===== config.mk =====
export PLATFORM = sky130hd
export DESIGN_NAME = pmt_top
export DESIGN_NICKNAME = d
export VERILOG_FILES = /design/src/verilog/pmt_pkg.sv /design/src/verilog/pmt_divider.sv /design/src/verilog/pmt_top.sv /design/src/verilog/pmt_unit.sv
export SDC_FILE = /design/constraint.sdc
export NUM_CORES = 1
export LEC_CHECK = 0
export BUFFER_PORTS_ARGS = -buffer_cell sky130_fd_sc_hd__buf_2
export CAP_MARGIN = 5
export CORE_MARGIN = 10
export CORE_UTILIZATION = 60
export DETAILED_ROUTE_END_ITERATION = 7
export GPL_TIMING_DRIVEN = 0
export PLACE_DENSITY = 0.81
export SLEW_MARGIN = 20
export SYNTH_ARGS = -nofsm -noshare
export SYNTH_HDL_FRONTEND = slang
export SYNTH_HIERARCHICAL = 1
export SYNTH_SLANG_ARGS = --single-unit

===== constraint.sdc =====
create_clock -name ref_clk -period 6.4 [get_ports ref_clk]
set_input_delay 1.92 -clock ref_clk [delete_from_list [all_inputs] [get_ports ref_clk]]
set_output_delay 1.92 -clock ref_clk [all_outputs]
set_load 0.03 [all_outputs]

===== src/verilog/pmt_pkg.sv =====
// constants, register map and types for the three-unit period match timer
// assumes a single 200 MHz clock and a plain strobe register port
// How it works
// - sleep stops all three counters
// - sleep keeps count and period intact
// - bits 6-3 pick scaler 1:(n+1)
// - bit 2 runs or stops timer
// - bits 1-0 divide by 1/4/16/64
// - bit 7 reads zero, writes ignored
// - control bits read/write, reset zero
// - per unit 8-bit count and period
// - unit a flag/enable at bit 1
// - counts instruction clock through divider from 00h
// - match pulses, count clears, scaler advances
// - reset and control/count writes clear divider and scaler
// - scaler terminal count sets sticky flag
package pmt_pkg;
	localparam int unsigned PMT_UNITS = 3;
	localparam int unsigned PMT_ADDR_W = 5;
	// register indices
	localparam logic [4:0] PMT_CTRL_BASE = 5'h00;
	localparam logic [4:0] PMT_COUNT_BASE = 5'h04;
	localparam logic [4:0] PMT_PERIOD_BASE = 5'h08;
	localparam logic [4:0] PMT_FLAGS1 = 5'h0c;
	localparam logic [4:0] PMT_ENABLES1 = 5'h0d;
	localparam logic [4:0] PMT_FLAGS3 = 5'h0e;
	localparam logic [4:0] PMT_ENABLES3 = 5'h0f;
	localparam logic [4:0] PMT_FLAG_CLEAR1 = 5'h10;
	localparam logic [4:0] PMT_FLAG_CLEAR3 = 5'h11;
	// field positions
	localparam int unsigned PMT_BIT_UNIT_A = 1;
	localparam int unsigned PMT_BIT_UNIT_B = 1;
	localparam int unsigned PMT_BIT_UNIT_C = 3;
	localparam logic [6:0] PMT_CTRL_MASK = 7'h7f;
	localparam logic [7:0] PMT_COUNT_RESET = 8'h00;
	localparam logic [7:0] PMT_PERIOD_RESET = 8'hff;
	localparam logic [6:0] PMT_CTRL_RESET = 7'h00;
	// instruction clock is one quarter of the oscillator
	localparam int unsigned PMT_REF_MHZ = 200;
	localparam int unsigned PMT_INSTR_DIV = 4;
	localparam logic [1:0] PMT_INSTR_LAST = 2'(PMT_INSTR_DIV - 1);

	typedef struct packed {
		logic [3:0] output_scale_select;
		logic timer_run;
		logic [1:0] input_divide_select;
	} pmt_ctrl_s;

	typedef struct packed {
		logic [PMT_ADDR_W-1:0] addr;
		logic [7:0] wdata;
		logic wr;
		logic rd;
	} pmt_bus_s;
endpackage


===== src/verilog/pmt_divider.sv =====
// input divider: 1/4/16/64 on the instruction-clock enable
// assumes the enable is a one-cycle pulse on ref_clk
`timescale 1ns/10ps
`default_nettype none
module pmt_divider (
	input wire logic ref_clk,
	input wire logic resetn,
	input wire logic clear,
	input wire logic tick_in,
	input wire logic [1:0] select,
	output logic tick_out
);
	import pmt_pkg::*;
	logic [5:0] cnt_q;
	logic [5:0] last;
	always_comb begin
		unique case (select)
			2'h0: last = 6'h00;
			2'h1: last = 6'h03;
			2'h2: last = 6'h0f;
			2'h3: last = 6'h3f;
		endcase
	end
	assign tick_out = tick_in && (cnt_q >= last);
	always_ff @(posedge ref_clk or negedge resetn) begin
		if (!resetn) begin
			cnt_q <= 6'h00;
		end else if (clear) begin
			cnt_q <= 6'h00;
		end else if (tick_in) begin
			cnt_q <= (cnt_q >= last) ? 6'h00 : 6'(cnt_q + 6'h01);
		end
	end
endmodule
`default_nettype wire


===== src/verilog/pmt_top.sv =====
// three period match timers behind a strobe register port
// assumes read data are sampled the cycle after the read strobe
//
// Chosen here: the register addresses and strobed register access.
`timescale 1ns/10ps
`default_nettype none
module pmt_top (
	input wire logic ref_clk,
	input wire logic resetn,
	input wire logic sleep,
	input wire pmt_pkg::pmt_bus_s bus,
	output logic [7:0] rdata_q,
	output logic [pmt_pkg::PMT_UNITS-1:0] match_q,
	output logic irq_q
);
	import pmt_pkg::*;
	logic [1:0] pre_q;
	logic instr_tick;
	pmt_ctrl_s ctrl_q [PMT_UNITS];
	logic [7:0] count [PMT_UNITS];
	logic [7:0] period [PMT_UNITS];
	logic [PMT_UNITS-1:0] match;
	logic [PMT_UNITS-1:0] scaled;
	logic [PMT_UNITS-1:0] flag_q;
	logic [PMT_UNITS-1:0] enable_q;
	logic [PMT_UNITS-1:0] clr;
	logic [7:0] rd_d;

	function automatic logic hit(input logic [4:0] a, input logic [4:0] base, input int unsigned i);
		hit = (a == 5'(base + 5'(i)));
	endfunction

	// sleep freezes the instruction-clock enable, so counters, dividers and scalers hold; register writes still land
	assign instr_tick = (pre_q == PMT_INSTR_LAST) && !sleep;
	always_ff @(posedge ref_clk or negedge resetn) begin
		if (!resetn) begin
			pre_q <= 2'h0;
		end else if (!sleep) begin
			pre_q <= 2'(pre_q + 2'h1);
		end
	end

	for (genvar i = 0; i < PMT_UNITS; i++) begin : g_unit
		always_ff @(posedge ref_clk or negedge resetn) begin
			if (!resetn) begin
				ctrl_q[i] <= PMT_CTRL_RESET;
			end else if (bus.wr && hit(bus.addr, PMT_CTRL_BASE, i)) begin
				ctrl_q[i] <= bus.wdata[6:0] & PMT_CTRL_MASK;
			end
		end
		pmt_unit #(.WIDTH(8)) u_unit (
			.ref_clk(ref_clk),
			.resetn(resetn),
			.tick(instr_tick),
			.ctrl(ctrl_q[i]),
			.ctrl_wr(bus.wr && hit(bus.addr, PMT_CTRL_BASE, i)),
			.count_wr(bus.wr && hit(bus.addr, PMT_COUNT_BASE, i)),
			.period_wr(bus.wr && hit(bus.addr, PMT_PERIOD_BASE, i)),
			.wdata(bus.wdata),
			.count_q(count[i]),
			.period_q(period[i]),
			.match(match[i]),
			.scaled(scaled[i])
		);
	end

	always_comb begin
		clr = '0;
		if (bus.wr && bus.addr == PMT_FLAG_CLEAR1) begin
			clr[0] = bus.wdata[PMT_BIT_UNIT_A];
		end
		if (bus.wr && bus.addr == PMT_FLAG_CLEAR3) begin
			clr[1] = bus.wdata[PMT_BIT_UNIT_B];
			clr[2] = bus.wdata[PMT_BIT_UNIT_C];
		end
	end
	// a scaler event in the same cycle as a clear wins
	always_ff @(posedge ref_clk or negedge resetn) begin
		if (!resetn) begin
			flag_q <= '0;
		end else begin
			flag_q <= (flag_q & ~clr) | scaled;
		end
	end
	always_ff @(posedge ref_clk or negedge resetn) begin
		if (!resetn) begin
			enable_q <= '0;
		end else if (bus.wr && bus.addr == PMT_ENABLES1) begin
			enable_q[0] <= bus.wdata[PMT_BIT_UNIT_A];
		end else if (bus.wr && bus.addr == PMT_ENABLES3) begin
			enable_q[1] <= bus.wdata[PMT_BIT_UNIT_B];
			enable_q[2] <= bus.wdata[PMT_BIT_UNIT_C];
		end
	end
	always_ff @(posedge ref_clk or negedge resetn) begin
		if (!resetn) begin
			irq_q <= 1'b0;
			match_q <= '0;
		end else begin
			irq_q <= |(((flag_q & ~clr) | scaled) & enable_q);
			match_q <= match;
		end
	end

	always_comb begin
		rd_d = 8'h00;
		for (int i = 0; i < PMT_UNITS; i++) begin
			if (hit(bus.addr, PMT_CTRL_BASE, i)) begin
				rd_d = {1'b0, ctrl_q[i]};
			end
			if (hit(bus.addr, PMT_COUNT_BASE, i)) begin
				rd_d = count[i];
			end
			if (hit(bus.addr, PMT_PERIOD_BASE, i)) begin
				rd_d = period[i];
			end
		end
		unique case (bus.addr)
			PMT_FLAGS1: rd_d[PMT_BIT_UNIT_A] = flag_q[0];
			PMT_ENABLES1: rd_d[PMT_BIT_UNIT_A] = enable_q[0];
			PMT_FLAGS3: begin
				rd_d[PMT_BIT_UNIT_B] = flag_q[1];
				rd_d[PMT_BIT_UNIT_C] = flag_q[2];
			end
			PMT_ENABLES3: begin
				rd_d[PMT_BIT_UNIT_B] = enable_q[1];
				rd_d[PMT_BIT_UNIT_C] = enable_q[2];
			end
			default: ;
		endcase
	end
	always_ff @(posedge ref_clk or negedge resetn) begin
		if (!resetn) begin
			rdata_q <= 8'h00;
		end else if (bus.rd) begin
			rdata_q <= rd_d;
		end else begin
			rdata_q <= 8'h00;
		end
	end

	a_sleep_freeze: assert property (@(posedge ref_clk) disable iff (!resetn)
		sleep && !bus.wr |=> count[0] == $past(count[0]) && period[0] == $past(period[0]))
		else $error("unit a changed in sleep");
	a_flag_sets: assert property (@(posedge ref_clk) disable iff (!resetn)
		scaled[0] |=> flag_q[0]) else $error("flag a not set");
	a_flag_sticky: assert property (@(posedge ref_clk) disable iff (!resetn)
		flag_q[1] && !clr[1] |=> flag_q[1]) else $error("flag b lost");
	a_ctrl_bit7: assert property (@(posedge ref_clk) disable iff (!resetn)
		bus.rd && bus.addr == PMT_CTRL_BASE |=> rdata_q[7] == 1'b0) else $error("bit 7 read one");
	a_irq_level: assert property (@(posedge ref_clk) disable iff (!resetn)
		flag_q[2] && enable_q[2] && !clr[2] |=> irq_q) else $error("irq missing");
	a_match_out: assert property (@(posedge ref_clk) disable iff (!resetn)
		match[1] |=> match_q[1]) else $error("match out missing");
	a_period_rst: assert property (@(posedge ref_clk) $rose(resetn) |-> period[2] == PMT_PERIOD_RESET)
		else $error("period not ff");
	a_run_gate: assert property (@(posedge ref_clk) disable iff (!resetn)
		!ctrl_q[0].timer_run |-> !match[0]) else $error("match while stopped");
	c_irq: cover property (@(posedge ref_clk) disable iff (!resetn) $rose(irq_q));
	c_scale16: cover property (@(posedge ref_clk) disable iff (!resetn)
		scaled[0] && ctrl_q[0].output_scale_select == 4'hf);
	c_sleep_match: cover property (@(posedge ref_clk) disable iff (!resetn) $fell(sleep) ##[1:50] match[0]);
endmodule
`default_nettype wire


===== src/verilog/pmt_unit.sv =====
// one 8-bit period match unit with divider and output scaler
// assumes tick is the instruction-clock enable already gated by sleep
`timescale 1ns/10ps
`default_nettype none
module pmt_unit #(
	parameter int unsigned WIDTH = 8
) (
	input wire logic ref_clk,
	input wire logic resetn,
	input wire logic tick,
	input wire pmt_pkg::pmt_ctrl_s ctrl,
	input wire logic ctrl_wr,
	input wire logic count_wr,
	input wire logic period_wr,
	input wire logic [WIDTH-1:0] wdata,
	output logic [WIDTH-1:0] count_q,
	output logic [WIDTH-1:0] period_q,
	output logic match,
	output logic scaled
);
	import pmt_pkg::*;
	logic div_tick;
	logic [3:0] scale_q;
	logic run_tick;
	assign run_tick = tick && ctrl.timer_run;
	pmt_divider u_div (
		.ref_clk(ref_clk),
		.resetn(resetn),
		.clear(ctrl_wr || count_wr),
		.tick_in(run_tick),
		.select(ctrl.input_divide_select),
		.tick_out(div_tick)
	);
	// equality clears at this tick, so one period is period+1 ticks
	assign match = div_tick && (count_q == period_q);
	assign scaled = match && (scale_q >= ctrl.output_scale_select);
	always_ff @(posedge ref_clk or negedge resetn) begin
		if (!resetn) begin
			count_q <= WIDTH'(PMT_COUNT_RESET);
		end else if (count_wr) begin
			count_q <= wdata;
		end else if (div_tick) begin
			count_q <= match ? WIDTH'(PMT_COUNT_RESET) : WIDTH'(count_q + 1'b1);
		end
	end
	always_ff @(posedge ref_clk or negedge resetn) begin
		if (!resetn) begin
			period_q <= WIDTH'(PMT_PERIOD_RESET);
		end else if (period_wr) begin
			period_q <= wdata;
		end
	end
	always_ff @(posedge ref_clk or negedge resetn) begin
		if (!resetn) begin
			scale_q <= 4'h0;
		end else if (ctrl_wr || count_wr) begin
			scale_q <= 4'h0;
		end else if (match) begin
			scale_q <= scaled ? 4'h0 : 4'(scale_q + 4'h1);
		end
	end
	a_stop_holds: assert property (@(posedge ref_clk) disable iff (!resetn)
		!ctrl.timer_run && !count_wr |=> count_q == $past(count_q)) else $error("count moved while stopped");
	a_match_clears: assert property (@(posedge ref_clk) disable iff (!resetn)
		match && !count_wr |=> count_q == WIDTH'(PMT_COUNT_RESET)) else $error("count not cleared after match");
endmodule
`default_nettype wire

==> results.txt <==
The routed wirelength normalized by instance count is 20.9 um, and the fraction of registers with async set/reset is 100%. TritonCTS built the clock tree. Broken down by cell family, the worst path's largest delay share belongs to simple AND/OR/NAND/NOR gates. The total iterations of the first detailed-routing run is 5, and the worst hold slack after final layout is 0.501 ns. After technology mapping, the gate count stands at 803. Number of ports placed on the die boundary: 30. Across the routed clock network, the largest skew measured is 0.00745 ns.

The number of different library cells used by synthesis comes to 63. The switching share of power was 32.0%; the total via count in the routed design was 6654. Worst-margin pin slew: 0.843 ns.

The biggest area contributor in the post-synthesis netlist is dfrtp_1. The internal portion of the total power is 1760 uW. Clock-pin slew was measured on the worst setup and hold paths at 0.06 ns. The net count after synthesis was 861; the remaining routing DRC violations was 0.

Entering global routing, the biggest net connects 65 pins. The max-slew violation count was 0. For the area of placed instances, the log shows 8180 um2. A synthesized cell averages 9.70 um2. Setup total negative slack on the finished layout was measured at 0 ns. The element type at the critical path start was an input pin. The critical path goes through buf_2 -> nor2b_1 -> and2_1 -> buf_2 -> inv_1 -> o22ai_1 -> a31o_4 -> clkbuf_2 -> nand2_1 -> nor4_1 -> a2111oi_0. IR analysis of the VDD net gives a maximum drop of 0.365 mV. Together, buffers and inverters on the worst path number 4.

The logs give 693 for the number of design-rule violations left by the first detailed-router iteration and 39.8% for the part of the power in registers. The die is 134 um wide. In this run the biggest area consumer among cell types represents 30.5% of the synthesized area. Counting every sink on the clock net gives 119.

The run gives 4 as the H-tree depth. After the last flow step, the layout net total stands at 909. The run gives 0 as the final-report setup violation count. Summed over all layers, the routed wires come to 21.7 mm. For the total non-filler cell area in the finished layout, the log shows 8780 um2. For this run, global-route usage on met1 was measured as 30.9%.

The run gives 34.9 mm as the first-pass GRT wire length. Most repeated library cell on the critical path: buf_2. The area growth from synthesis to layout is 12.7%. The part of the cycle the worst path needs came out at 64.1%. Layer with the highest usage: met2.

Of the cells placed in the final design, the portion with a size suffix greater than 1 is 25.8%. The dominant synthesized flop cell was dfrtp_1. By area the synthesized netlist is led by dfrtp_1, dfstp_2, mux2_2, ha_1, xnor2_1. In this run the core area contains 41 standard-cell rows. The run gives 6645 as the number of global-route vias before repair. On the critical path, the stage with the largest delay is an instance of nor4_1. The run gives 0 as the reported max-cap violation count.

At the worst endpoint, the arrival time is 4.35 ns. The count of buffers inserted at the top-level ports works out to 28. The completed layout was analyzed and its total power is 2590 uW. The run gives 1.01 as the global placer's final weighted congestion. The tightest min-delay check is of the reg2reg type. For this design, the CTS-stage hold fixing added 0 buffers.

0 antenna diodes ended up in the layout. Synthesis inferred 119 register bits. The synthesized design contains 0 enable-type register cells. Fill cell total of the finished layout: 951.

Summed over all layers, the global routing overflow is 0. Once the floorplan was initialized, standard cells occupied 61.4% of the core. Once detailed placement completed, the half-perimeter wirelength came to 15.5 mm.

The final-report hold violation count is 0, and the post-detailed-route count of antenna-violating nets is 0. The critical path is of the in2reg type. After synthesis, flip-flops and latches occupy 38.6% of the total area. The tools report the quantity of gates resized following cts as 0.

Headroom to the max-slew limit came out at 43.3%. Of all nets on the critical path, the largest fanout is 8. Setup repair after global routing left no endpoint under its margin. In the global route stage, met3 resource usage came out at 5.12%. The logs give 2 for the maximum clock path buffer count and 37.4% for the share of power burned in the clock network. The CTS buffer count is 17. The logs give 0.43 ns for the latest clock arrival within the worst-skew pair and 17900 um2 for the area enclosed by the die boundary. Across every metal layer, demand over resource in global routing totals 24.3%. The initial antenna violation count was 0. The die is 134 um tall. The element type at the critical path end was a flip-flop. For this run, the number of Yosys warnings is 6.

The core region is 12700 um2. Setup slack on the worst reg-to-reg path comes out at 3.37 ns. For this design the static power due to leakage is 0.00392 uW. The data required time of the critical path is 6.65 ns.

For this run, the top clock speed supported by timing is 0.244 GHz. Global routing consumed, on the met2 layer, 39.0% of the routing resources. The switching component of the power is 828 uW. The flow ran to the end, and the final reports show no timing, DRC or antenna violations. On the worst path, the slowest cell contributes a delay of 0.72 ns. In this run the post-CTS setup repair buffer count came out at 0. Combinational cells account for 22.8% of the total power. Areal power density over the cells: 295 nW/um2. After detailed routing, the number of vias per cell comes to 6.42. The clock tree root driver cell was clkbuf_16. The final critical delay including setup and external delays came out at 4.10 ns. The synthesized netlist occupies a cell area of 7790 um2.
-- logic make-up (layout without fill, tap and decap cells) --
group / after synthesis / in the layout / share of synthesized area [%]
buffers and inverters: 102 / 163 / 5.99
DFF: 119 / 119 / 38.6
muxes: 61 / 61 / 8.87
AOI/OAI and AO/OA: 173 / 173 / 15.5
xor gates and xnor gates: 37 / 37 / 4.16
and+or+nand+nor: 271 / 271 / 20.4
adders and majority gates: 40 / 40 / 6.43
-- power groups by stage --
stage          logic, uW  clock network, uW  registers, uW
2_1_floorplan        437                  0            988
3_3_place_gp         537                  0           1020
3_5_place_dp         582                  0           1040
4_1_cts              587                974           1030
5_1_grt              656               1010           1040
6_report             591                968           1030
-- per-stage QoR --
step | cells | worst slack (ns) | util (%)
after floorplan | 803 | 2.64 | -
after CTS | 1036 | 2.36 | 69.3
after global placement | 1003 | 2.02 | 64.3
after detailed placement | 1004 | 1.92 | 64.5
after global routing | 1036 | 2.05 | 69.3
final | 1036 | 2.30 | 69.3
-- path summary, 6_finish.rpt --
path / startpoint / cells past startpoint / end
max: sleep / 11 / g_unit[2].u_unit/count_q[7]
max in group asynchronous: resetn / 2 / g_unit[1].u_unit/period_q[6]
min in group asynchronous: resetn / 1 / g_unit[0].u_unit/u_div/cnt_q[2]
min: pre_q[0] / 1 / pre_q[0]
max reg2reg: pre_q[0] / 11 / g_unit[2].u_unit/count_q[7]
min reg2reg: pre_q[0] / 1 / pre_q[0]
-- cell usage in the layout, fill, tap and decap left out, types with 28 or more instances in the layout --
master / count
dfrtp_1: 95
inv_1: 58
nand2_1: 55
mux2_2: 54
buf_2: 43
a21oi_1: 41
ha_1: 40
nor3_1: 34
o21ai_0: 33
nand3_1: 30
xnor2_1: 28
-- synth_stat cells, types with 4 or more instances --
cell type	n
o311ai_0	4
a31oi_1	9
clkbuf_1	9
buf_2	16
nand2_1	55
and2b_1	4
nor2b_1	14
a22oi_1	4
a21oi_1	41
o31ai_1	21
ha_1	40
or3_1	4
nand3_1	30
xor2_1	9
or2_2	6
buf_4	7
xnor2_1	28
nor3_1	34
o22ai_1	5
inv_1	58
and3_2	6
nor4_1	5
a2111oi_0	15
nor2_1	25
nand2b_1	11
dfrtp_1	95
clkbuf_2	6
buf_6	4
nor3_2	15
mux2i_1	6
o221ai_1	5
o21ai_0	33
nand4b_1	15
dfstp_2	24
a32o_1	6
nand4_1	6
a21o_1	6
and3_1	19
mux2_2	54
-- metal layers --
| layer | routed length [um] | vias up |
|---|---|---|
| met5 | 0 | - |
| met3 | 1400 | 62 |
| li1 | - | 3027 |
| met4 | 784 | 0 |
| met2 | 10400 | 285 |
| met1 | 9110 | 3280 |
-- cell type report --
type | count | area (um2) | share of cell area (%)
Multi-Input combinational cell | 582 | 4310 | 49.1
Sequential cell | 119 | 3010 | 34.3
Clock buffer | 19 | 453 | 5.16
Buffer | 42 | 241 | 2.75
Inverter | 60 | 225 | 2.57
Tap cell | 172 | 215 | 2.45
Timing Repair Buffer | 29 | 174 | 1.98
Clock inverter | 13 | 148 | 1.68
-- sequential cells by signal (all words and copies together) (netlist names) --
| signal | flops |
|---|---|
| enable_q | 3 |
| flag_q | 3 |
| g_unit.u_unit/period_q | 24 |
| g_unit.u_unit/scale_q | 12 |
| ctrl_q | 21 |
| rdata_q | 8 |
| pre_q | 2 |
| irq_q | 1 |
| g_unit.u_unit/count_q | 24 |
| g_unit.u_unit/u_div/cnt_q | 18 |
| match_q | 3 |
Note: power is estimated with default switching activity, not from simulation.
